### src/design/lpc_pkg.sv
// Shared constants and types for the low-power clock stop and wake block
package lpc_pkg;
    localparam int          ADDR_W      = 24;
    localparam int          DATA_W      = 16;
    localparam logic [15:0] SW_RESET    = 16'h2700;
    localparam int          SW_MASK_LSB = 8;
    localparam logic [2:0]  LEVEL_NMI   = 3'h7;
    localparam logic [23:0] BYTE_STEP   = 24'h000001;
    localparam logic [7:0]  LANE_FILL   = 8'h00;

    typedef enum logic [2:0] {
        LPC_IDLE,
        LPC_XFER,
        LPC_SLEEP,
        LPC_WOKEN,
        LPC_RELEASE
    } lpc_state_e;
endpackage

### src/design/lpc_arb_if.sv
// Bus arbitration signals between the clock-stop core and its arbiter
`timescale 1ns/1ps
interface lpc_arb_if;
    logic busRequest;
    logic busIdle;
    logic grant;

    modport arbiter (
        input  busRequest,
        input  busIdle,
        output grant
    );
    modport core (
        output busRequest,
        output busIdle,
        input  grant
    );
endinterface

### src/design/lpc_arbiter.sv
// Two-wire request/grant bus arbiter
`timescale 1ns/1ps
module lpc_arbiter (
    input wire logic clk,
    input wire logic rst_b,
    lpc_arb_if.arbiter arb
);
    logic grant_q;

    // Grant only between bus cycles; request low withdraws it on the next edge
    always_ff @(posedge clk)
    begin
        if (!rst_b)
            grant_q <= 1'b0;
        else if (!arb.busRequest)
            grant_q <= 1'b0;
        else if (arb.busIdle)
            grant_q <= 1'b1;
    end

    assign arb.grant = grant_q;

    chk_grant_idle: assert property (@(posedge clk) disable iff (!rst_b)
        $rose(grant_q) |-> $past(arb.busIdle) && $past(arb.busRequest))
        else $error("grant given during a bus cycle");

    chk_grant_drop: assert property (@(posedge clk) disable iff (!rst_b)
        !arb.busRequest |=> !grant_q)
        else $error("grant held after request withdrawn");
endmodule

### src/design/lpc_clock_stop.sv
// Processor bus, halt-until-interrupt, clock stop and wake control
//
// Behaviour
// - Data width fixed at 8 or 16 bits by a static strap level.
// - In 8-bit width only low lanes carry data; upper lanes driven at the fixed LANE_FILL value.
// - Mastership exchanged with request and grant only, no acknowledge.
// - In 8-bit width the halt operand takes two bus cycles, not one.
// - Low-power lasts until an interrupt above the loaded mask, or at level 7, is recognised.
// - On a resume request the internal clock runs from the next edge.
// - Halt operand loads the status word, whose mask selects the wake level.
`timescale 1ns/1ps
module lpc_clock_stop (
    input  wire logic        clk,
    input  wire logic        rst_b,
    input  wire logic        widthSel16,
    input  wire logic        opReq,
    input  wire logic        opWrite,
    input  wire logic [23:0] opAddr,
    input  wire logic [15:0] opWdata,
    input  wire logic        haltReq,
    output logic             opReady,
    output logic             opDone,
    output logic [15:0]      opRdata,
    output logic [15:0]      statusWord,
    output logic             coreClkEn,
    output logic             sleeping,
    output logic             intAck,
    output logic [2:0]       intAckLevel,
    output logic [23:0]      busAddr,
    output logic             busStrobe,
    output logic             busWrite,
    input  wire logic        busAck,
    input  wire logic [15:0] dataLanesIn,
    output logic [15:0]      dataLanesOut,
    output logic             dataLanesOe,
    output logic             busOutOe,
    input  wire logic        busRequestIn,
    output logic             busGrantOut,
    input  wire logic [2:0]  interruptLevelLines,
    input  wire logic        restartReq
);
    lpc_pkg::lpc_state_e state_q;
    logic                strapTaken_q;
    logic                narrow_q;
    logic                beat_q;
    logic                xferHalt_q;
    logic                write_q;
    logic [23:0]         addr_q;
    logic [15:0]         wdata_q;
    logic [15:0]         rdata_q;
    logic [15:0]         status_q;
    logic                done_q;
    logic                ack_q;
    logic [2:0]          ackLevel_q;
    logic                startXfer;
    logic                lastBeat;
    logic [15:0]         fetched;
    logic [2:0]          mask;
    logic                qualifies;

    lpc_arb_if arb ();

    lpc_arbiter u_arbiter (
        .clk   (clk),
        .rst_b (rst_b),
        .arb   (arb)
    );

    assign arb.busRequest = busRequestIn;
    assign arb.busIdle    = (state_q != lpc_pkg::LPC_XFER) && !startXfer;

    // Strap sampled once after reset release and then frozen
    always_ff @(posedge clk)
    begin
        if (!rst_b)
        begin
            strapTaken_q <= 1'b0;
            narrow_q     <= 1'b0;
        end
        else if (!strapTaken_q)
        begin
            strapTaken_q <= 1'b1;
            narrow_q     <= !widthSel16;
        end
    end

    // No bus cycle may start while another master owns the bus
    assign opReady   = (state_q == lpc_pkg::LPC_IDLE) && strapTaken_q && !arb.grant;
    assign startXfer = opReady && (haltReq || opReq);
    assign lastBeat  = !narrow_q || beat_q;

    // Assemble the word as it arrives; high byte comes first in narrow width
    always_comb
    begin
        fetched = rdata_q;
        if (!narrow_q)
            fetched = dataLanesIn;
        else if (!beat_q)
            fetched[15:8] = dataLanesIn[7:0];
        else
            fetched[7:0] = dataLanesIn[7:0];
    end

    assign mask      = status_q[lpc_pkg::SW_MASK_LSB +: 3];
    assign qualifies = (interruptLevelLines == lpc_pkg::LEVEL_NMI)
                     || (interruptLevelLines > mask);

    always_ff @(posedge clk)
    begin
        if (!rst_b)
            state_q <= lpc_pkg::LPC_IDLE;
        else
        begin
            unique case (state_q)
                lpc_pkg::LPC_IDLE:
                    if (startXfer)
                        state_q <= lpc_pkg::LPC_XFER;
                lpc_pkg::LPC_XFER:
                    if (busAck && lastBeat)
                        state_q <= xferHalt_q ? lpc_pkg::LPC_SLEEP : lpc_pkg::LPC_IDLE;
                lpc_pkg::LPC_SLEEP:
                    if (restartReq)
                        state_q <= lpc_pkg::LPC_WOKEN;
                lpc_pkg::LPC_WOKEN:
                    if (qualifies)
                        state_q <= lpc_pkg::LPC_RELEASE;
                lpc_pkg::LPC_RELEASE:
                    if (!arb.grant)
                        state_q <= lpc_pkg::LPC_IDLE;
                // Three unused codes of the state register fall back to idle
                default:
                    state_q <= lpc_pkg::LPC_IDLE;
            endcase
        end
    end

    // Transfer address, data and beat tracking
    always_ff @(posedge clk)
    begin
        if (!rst_b)
        begin
            beat_q     <= 1'b0;
            xferHalt_q <= 1'b0;
            write_q    <= 1'b0;
            addr_q     <= '0;
            wdata_q    <= '0;
            rdata_q    <= '0;
        end
        else if (startXfer)
        begin
            beat_q     <= 1'b0;
            xferHalt_q <= haltReq;
            write_q    <= opWrite && !haltReq;
            addr_q     <= opAddr;
            wdata_q    <= opWdata;
        end
        else if (state_q == lpc_pkg::LPC_XFER && busAck)
        begin
            rdata_q <= fetched;
            if (!lastBeat)
            begin
                beat_q <= 1'b1;
                addr_q <= addr_q + lpc_pkg::BYTE_STEP;
            end
        end
    end

    // Halt operand becomes the status word the moment the fetch ends
    always_ff @(posedge clk)
    begin
        if (!rst_b)
            status_q <= lpc_pkg::SW_RESET;
        else if (state_q == lpc_pkg::LPC_XFER && busAck && lastBeat && xferHalt_q)
            status_q <= fetched;
    end

    // Completion pulse for ordinary transfers and for the end of a halt
    always_ff @(posedge clk)
    begin
        if (!rst_b)
            done_q <= 1'b0;
        else
            done_q <= (state_q == lpc_pkg::LPC_XFER && busAck && lastBeat && !xferHalt_q)
                   || (state_q == lpc_pkg::LPC_RELEASE && !arb.grant);
    end

    // Recognised interrupt, reported once on wake
    always_ff @(posedge clk)
    begin
        if (!rst_b)
        begin
            ack_q      <= 1'b0;
            ackLevel_q <= '0;
        end
        else
        begin
            ack_q <= (state_q == lpc_pkg::LPC_WOKEN) && qualifies;
            if ((state_q == lpc_pkg::LPC_WOKEN) && qualifies)
                ackLevel_q <= interruptLevelLines;
        end
    end

    // Narrow writes put each byte on the low lanes; upper lanes idle at a fixed value
    always_comb
    begin
        if (!narrow_q)
            dataLanesOut = wdata_q;
        else if (!beat_q)
            dataLanesOut = {lpc_pkg::LANE_FILL, wdata_q[15:8]};
        else
            dataLanesOut = {lpc_pkg::LANE_FILL, wdata_q[7:0]};
    end

    // Clock stays gated from sleep entry until a resume request
    assign coreClkEn   = (state_q != lpc_pkg::LPC_SLEEP);
    assign sleeping    = (state_q == lpc_pkg::LPC_SLEEP) || (state_q == lpc_pkg::LPC_WOKEN);
    assign busGrantOut = arb.grant;
    assign busOutOe    = !arb.grant;
    assign busStrobe   = (state_q == lpc_pkg::LPC_XFER);
    assign busWrite    = busStrobe && write_q;
    assign dataLanesOe = busWrite && busOutOe;
    assign busAddr     = addr_q;
    assign opRdata     = rdata_q;
    assign statusWord  = status_q;
    assign opDone      = done_q;
    assign intAck      = ack_q;
    assign intAckLevel = ackLevel_q;

    chk_width_static: assert property (@(posedge clk) disable iff (!rst_b)
        strapTaken_q |=> $stable(narrow_q) && strapTaken_q)
        else $error("data width changed during operation");

    chk_upper_lanes: assert property (@(posedge clk) disable iff (!rst_b)
        narrow_q && dataLanesOe |-> dataLanesOut[15:8] == lpc_pkg::LANE_FILL)
        else $error("upper lanes carry data in narrow width");

    chk_narrow_beats: assert property (@(posedge clk) disable iff (!rst_b)
        (state_q == lpc_pkg::LPC_XFER) && narrow_q && !beat_q && busAck
        |=> (state_q == lpc_pkg::LPC_XFER) && beat_q
            && busAddr == $past(busAddr) + lpc_pkg::BYTE_STEP)
        else $error("narrow operand fetch did not take a second cycle");

    chk_wide_single: assert property (@(posedge clk) disable iff (!rst_b)
        (state_q == lpc_pkg::LPC_XFER) && !narrow_q && xferHalt_q && busAck
        |=> (state_q == lpc_pkg::LPC_SLEEP) && !coreClkEn)
        else $error("wide operand fetch took more than one cycle");

    chk_status_load: assert property (@(posedge clk) disable iff (!rst_b)
        (state_q == lpc_pkg::LPC_XFER) && xferHalt_q && busAck && lastBeat
        |=> statusWord == $past(fetched) && sleeping)
        else $error("halt operand not loaded into status word");

    chk_stay_asleep: assert property (@(posedge clk) disable iff (!rst_b)
        (state_q == lpc_pkg::LPC_WOKEN) && !qualifies |=> sleeping && !opDone)
        else $error("left low power without a qualifying interrupt");

    chk_clock_resume: assert property (@(posedge clk) disable iff (!rst_b)
        (state_q == lpc_pkg::LPC_SLEEP) && restartReq |-> !coreClkEn ##1 coreClkEn)
        else $error("clock did not resume on the next edge");

    chk_wake_ack: assert property (@(posedge clk) disable iff (!rst_b)
        (state_q == lpc_pkg::LPC_WOKEN) && qualifies
        |=> intAck && intAckLevel == $past(interruptLevelLines) && !sleeping)
        else $error("qualifying interrupt not recognised");

    chk_hold_floated: assert property (@(posedge clk) disable iff (!rst_b)
        (state_q == lpc_pkg::LPC_RELEASE) && busGrantOut |=> !opDone && !opReady)
        else $error("resumed while bus still granted away");
endmodule

### config.mk
export PLATFORM = sky130hd
export DESIGN_NAME = lpc_clock_stop
export DESIGN_NICKNAME = d
export VERILOG_FILES = /design/src/design/lpc_pkg.sv /design/src/design/lpc_arb_if.sv /design/src/design/lpc_arbiter.sv /design/src/design/lpc_clock_stop.sv
export SDC_FILE = /design/constraint.sdc
export NUM_CORES = 1
export LEC_CHECK = 0
export ABC_CLOCK_PERIOD_IN_PS = 3500
export BUFFER_PORTS_ARGS = -buffer_cell sky130_fd_sc_hd__buf_4
export CORE_MARGIN = 2
export CORE_UTILIZATION = 45
export DETAILED_ROUTE_END_ITERATION = 8
export GPL_TIMING_DRIVEN = 0
export PLACE_DENSITY = 0.76
export SLEW_MARGIN = 40
export SYNTH_ARGS = -nofsm -noshare
export SYNTH_HDL_FRONTEND = slang
export SYNTH_SLANG_ARGS = --single-unit
### constraint.sdc
create_clock -name clk -period 3.5 [get_ports clk]
set_input_delay 0.525 -clock clk [delete_from_list [all_inputs] [get_ports clk]]
set_output_delay 0.525 -clock clk [all_outputs]
set_load 0.05 [all_outputs]
# Word level (Yosys, flattened, before mapping)
# Cells that the tools add are included.
# Widths: inputs -> output; s select.
dict set report word_totals {
  regBits 86
  input_bits 68
  output_inout_bits 85
  wordCells 81
}
dict set report classes {
  add_sub_neg 1
  n_lt_le_gt_ge 1
  n_eq_ne 13
  mux 16
  n_bitwise 3
  n_reduce_logical 33
}
# op count
set ops {}
lappend ops {{$mux 24} 3}
lappend ops {{$mux 16} 2}
lappend ops {{$add 24x1->24 const B} 1}
lappend ops {{$mux 8} 3}
lappend ops {{$mux 3} 5}
lappend ops {{$pmux 3 s5} 1}
lappend ops {{$logic_and 1x1->1} 14}
lappend ops {{$ne 2x2->1 const B} 5}
lappend ops {{$reduce_and 2->1} 4}
lappend ops {{$eq 3x2->1 const B} 2}
lappend ops {{$eq 3x3->1 const B} 2}
lappend ops {{$logic_not 1->1} 6}
lappend ops {{$logic_or 1x1->1} 5}
lappend ops {{$reduce_and 5->1} 1}
lappend ops {{$eq 3x1->1 const B} 1}
lappend ops {{$gt 3x3->1} 1}
lappend ops {{$logic_not 3->1} 1}
lappend ops {{$ne 3x1->1 const B} 1}
lappend ops {{$ne 3x2->1 const B} 1}
lappend ops {{$not 1->1} 3}
lappend ops {{$mux 2} 1}
lappend ops {{$ne 2x1->1 const B} 1}
lappend ops {{$reduce_bool 2->1} 1}
lappend ops {{$reduce_or 2->1} 1}
lappend ops {{$mux 1} 1}

# Longest topological paths before layout
dict set report depth {
  ltp_word 6
  depth_mapped 8
  mapped_depth_nobuf 7
}

# Cells and area by module
# A second synthesis with hierarchy kept.
dict set report hier_totals {
  cells_unflattened 514
  area_unflattened_um2 3976.3
}
# mod n_inst cells_per_inst area_each_um2 seq_area_each_um2
set by_module_without_submodules {}
lappend by_module_without_submodules {lpc_clock_stop 1 512 3946.3 1701.6}
lappend by_module_without_submodules {lpc_arbiter 1 2 30.0 20.0}

# Least setup slack after synthesis
# OpenSTA, ideal clock, no wires.
dict set report synth_path {
  path_type {flip-flop to output port}
  start {register state_q[0]}
  end {output dataLanesOe}
  t_arrival_ns 2.487
  required_ns 2.975
  setup_slack_ns 0.488
  path_stages_with_launch 4
  path_buffers 1
  cell_sequence {dfxtp_1 buf_2 nor3b_1 and3_1}
}
dict set report synth_between {
  elab_chain_len 3
}
# element line
set synth_rtl {}
lappend synth_rtl {{start: declaration} lpc_clock_stop.sv:42} ;# lpc_pkg::lpc_state_e state_q;
lappend synth_rtl {{start signal: assignment} lpc_clock_stop.sv:111} ;# state_q <= lpc_pkg::LPC_IDLE;
lappend synth_rtl {{start signal: assignment} lpc_clock_stop.sv:117} ;# state_q <= lpc_pkg::LPC_XFER;
lappend synth_rtl {{start signal: assignment} lpc_clock_stop.sv:120} ;# state_q <= xferHalt_q ? lpc_pkg::LPC_SLEEP : lpc_pkg::LPC_IDLE;
lappend synth_rtl {{$eq 3x1->1} lpc_clock_stop.sv:219} ;# assign busStrobe = (state_q == lpc_pkg::LPC_XFER);
lappend synth_rtl {{named net busStrobe} lpc_clock_stop.sv:30} ;# output logic busStrobe,
lappend synth_rtl {{$logic_and 1x1->1} lpc_clock_stop.sv:220} ;# assign busWrite = busStrobe && write_q;
lappend synth_rtl {{$logic_and 1x1->1} lpc_clock_stop.sv:221} ;# assign dataLanesOe = busWrite && busOutOe;
lappend synth_rtl {{end: declaration} lpc_clock_stop.sv:35} ;# output logic dataLanesOe,
# The timed path passes the listed nets, and every way through them passes these cells.

# Final worst setup path
dict set report layout_path {
  start {register beat_q}
  end {output dataLanesOut[1]}
}
dict set report layout_between {
  elab_chain_len 2
}
# element line
set layout_rtl {}
lappend layout_rtl {{start: declaration} lpc_clock_stop.sv:45} ;# logic beat_q;
lappend layout_rtl {{start signal: assignment} lpc_clock_stop.sv:142} ;# beat_q <= 1'b0;
lappend layout_rtl {{start signal: assignment} lpc_clock_stop.sv:151} ;# beat_q <= 1'b0;
lappend layout_rtl {{start signal: assignment} lpc_clock_stop.sv:162} ;# beat_q <= 1'b1;
lappend layout_rtl {{$mux 8} lpc_clock_stop.sv:208} ;# else if (!beat_q)
lappend layout_rtl {{$mux 16} lpc_clock_stop.sv:206} ;# if (!narrow_q)
lappend layout_rtl {{end: declaration} lpc_clock_stop.sv:34} ;# output logic [15:0] dataLanesOut,
# No other way between the ends.

==> flow_summary_export.csv <==
group,metric,value,unit
sta,period_share,81.10,%
sta,relSlewSlack,46.92,%
placement,hpwl,9000,um
sta,rsz0062_at_grt,"no",
clock_network,clk_path_buf_depth,2,
grt,grt_max_degree,17,
synth,synth_area,3976,um^2
finish,drive_above_1_share,26.31,%
run_status,status,"finished, final reports clean",
placement,gp_congestion,0.8962,
pwr,finalPower,2.297,mW
grt,antenna_found_initial,0,
clock_network,cts_root_buf,"clkbuf_8",
flow_run,drv_cap,0,
finish,final_cells,796,
setup_path,worstPathArrival,2.31,ns
placement,dp_cells,780,
clock_network,clock-sinks,86,
sta,drv_slew,0,
die,die_x,98,um
placement,pre_cts_slack,1.045,ns
sta,worst-slew-pin-transition,0.7932,ns
route,wire_per_inst,14.88,um
synth,synth_edf_count,0,
grt,grt_pass1_vias,4005,
grt,grtUsageTotal,23.85,%
clock_network,postCtsSetupBuffers,0,
route,num_vias,4196,
sta,clock.fmax,352.3,MHz
synth,synth_seq_cells,86,
die,core_area,8636,um^2
sta,hold_violations,0,
setup_path,cp-end-kind,"primary output",
synth,netlist_instances,520,
synth,postSynthAreaPerCell,7.647,um^2
setup_path,path_class,"flip-flop to primary output",
die,num_io_pins,153,
synth,seq_area_frac_synth,43.30,%
sta,finalCriticalPeriod,2.839,ns
finish,fin_area,5450,um^2
sta,fin_ws,0.6614,ns
clock_network,cts_tree,"built",
pwr,p_per_area,421.5,nW/um^2
placement,port_buffers,152,
synth,synth_top_area_cell,"dfxtp_1",
route,initialDrtViolationCount,170,
sta,clock-skew-final,0.01286,ns
pwr,ir_worst_vdd,0.0002161,V
sta,setup_violations,0,
synth,synthTopCellsByArea,"dfxtp_1 (43%), nand2_1 (13%), a21oi_1 (8.8%)",
setup_path,cp.required,2.97,ns
die,start_util,46.04,%
grt,grt_pass1_wl,18650,um
synth,synth_warnings,0,
synth,synth-main-ff-cell,"dfxtp_1",
route,first_pass_iters,4,
clock_network,clk_latency,0.36,ns
clock_network,postCtsHoldBufs,0,
route,drt_wl_total,11840,um
finish,final_nets,755,
sta,fin_hold_ws,0.2894,ns
setup_path,critPathMaxFanout,10,
die,die_y,98,um
placement,post_dp_cell_area,5259,um^2
die,die-area,9604,um^2
finish,finish.utilization,63.11,%
synth,synth_async_sr_flop_share,0,%
die,num_rows,34,
synth,post-synth-top-area-fraction,43.30,%
clock_network,cts_htree_levels,3,
synth,synth_common_cells,"nand2_1 (143), dfxtp_1 (86), a21oi_1 (70)",
clock_network,clkTransAtPathRegs,0.09,ns
setup_path,start_kind,"flip-flop",
grt,overflow,0,
route,viasPerCell,5.271,
synth,syn_nets,592,
pwr,p_leak,2.285,nW
synth,post-synth-top-count-cell,"nand2_1",
route,detail-route-antenna-nets,0,
worst_hold_path,worstHoldPathType,"input pin to flip-flop",
clock_network,cts_made_buffers,9,
route,drc,0,
synth,ys_types,37,
sta,final.setup.tns,0,ns
finish,num_antenna_cells,0,
clock_network,ctsResizeCount,0,
finish,syn_to_final_growth,37.07,%
==> sequential cells by signal, summed over array words and instances, names as in the netlist, 3 cells and up <==
signal       count
statusWord      16
busAddr         24
wdata_q         16
intAckLevel      3
state_q          3
opRdata         16
==> routing by layer <==
| metal | up-vias | share of wire, % | track usage [%] |
|---|---|---|---|
| li1 | 2083 | - | - |
| met1 | 1947 | 43 | 29.45 |
| met2 | 135 | 48 | 40.62 |
| met3 | 31 | 5.1 | 4.152 |
| met4 | 0 | 3.1 | 10.90 |
| met5 | - | 0 | 0 |
==> final timing paths <==
check / cells past startpoint / to / slack, ns / startpoint
setup / recovery: 6 / dataLanesOut[1] / 0.66 / beat_q$_SDFFE_PP0P_
hold / removal: 1 / strapTaken_q$_DFF_P_ / 0.29 / rst_b
setup reg to reg: 8 / statusWord[10]$_SDFFE_PN1P_ / 1.08 / narrow_q$_SDFFE_PN0N_
hold reg to reg: 2 / wdata_q[1]$_SDFFE_PN0P_ / 0.46 / wdata_q[1]$_SDFFE_PN0P_
==> cells in the final DEF (no fill, tap or decap), types with 4 or more instances in the layout <==
cell type / instances
buf_4: 152
mux2i_1: 12
nand3_1: 15
nor2_1: 20
a21oi_1: 70
o21ai_0: 31
nor2b_1: 10
inv_1: 8
nand2_1: 143
clkbuf_1: 29
dfxtp_1: 86
ha_1: 4
and2_1: 10
and4_1: 4
buf_2: 4
o211ai_1: 5
xnor2_1: 10
a211oi_1: 4
nor3_1: 6
nor4_2: 4
xor2_1: 10
nand4_1: 6
and3_1: 6
clkbuf_8: 10
==> layout make-up <==
type / instances / area [um^2]
fill: 768 / 3186
multi-input combinational: 391 / 2087
sequential: 86 / 1722
timing repair buffer: 152 / 1141
buffer: 34 / 140.1
clock buffer: 10 / 137.6
tap: 108 / 135.1
clock inverter: 6 / 53.80
inverter: 9 / 33.78
==> power breakdown <==
| part | internal, mW | total (mW) | leakage, nW | switching [mW] |
|---|---|---|---|---|
| Clock | 0.290 | 0.680 | 0.0954 | 0.390 |
| Combinational | 0.183 | 0.531 | 1.49 | 0.348 |
| Sequential | 1.03 | 1.09 | 0.701 | 0.0565 |
==> worst max-delay path, cell delays in order, from the launching register on <==
cell,delay [ns]
dfxtp_1,0.35
clkbuf_1,0.57
nand2b_1,0.21
clkbuf_1,0.41
nand2_1,0.13
nand2_1,0.09
buf_4,0.19
==> cell families after synthesis <==
kind of cell,Yosys count,share of synthesized area (%)
buffers and inverters,43,4.374
muxes,12,3.021
and+or+nand+nor,238,27.85
xor gates and xnor gates,20,4.405
adders and majority gates,4,1.259
DFF,86,43.30
AOI/OAI and AO/OA,117,15.80
(Power assumes the default switching activity.)
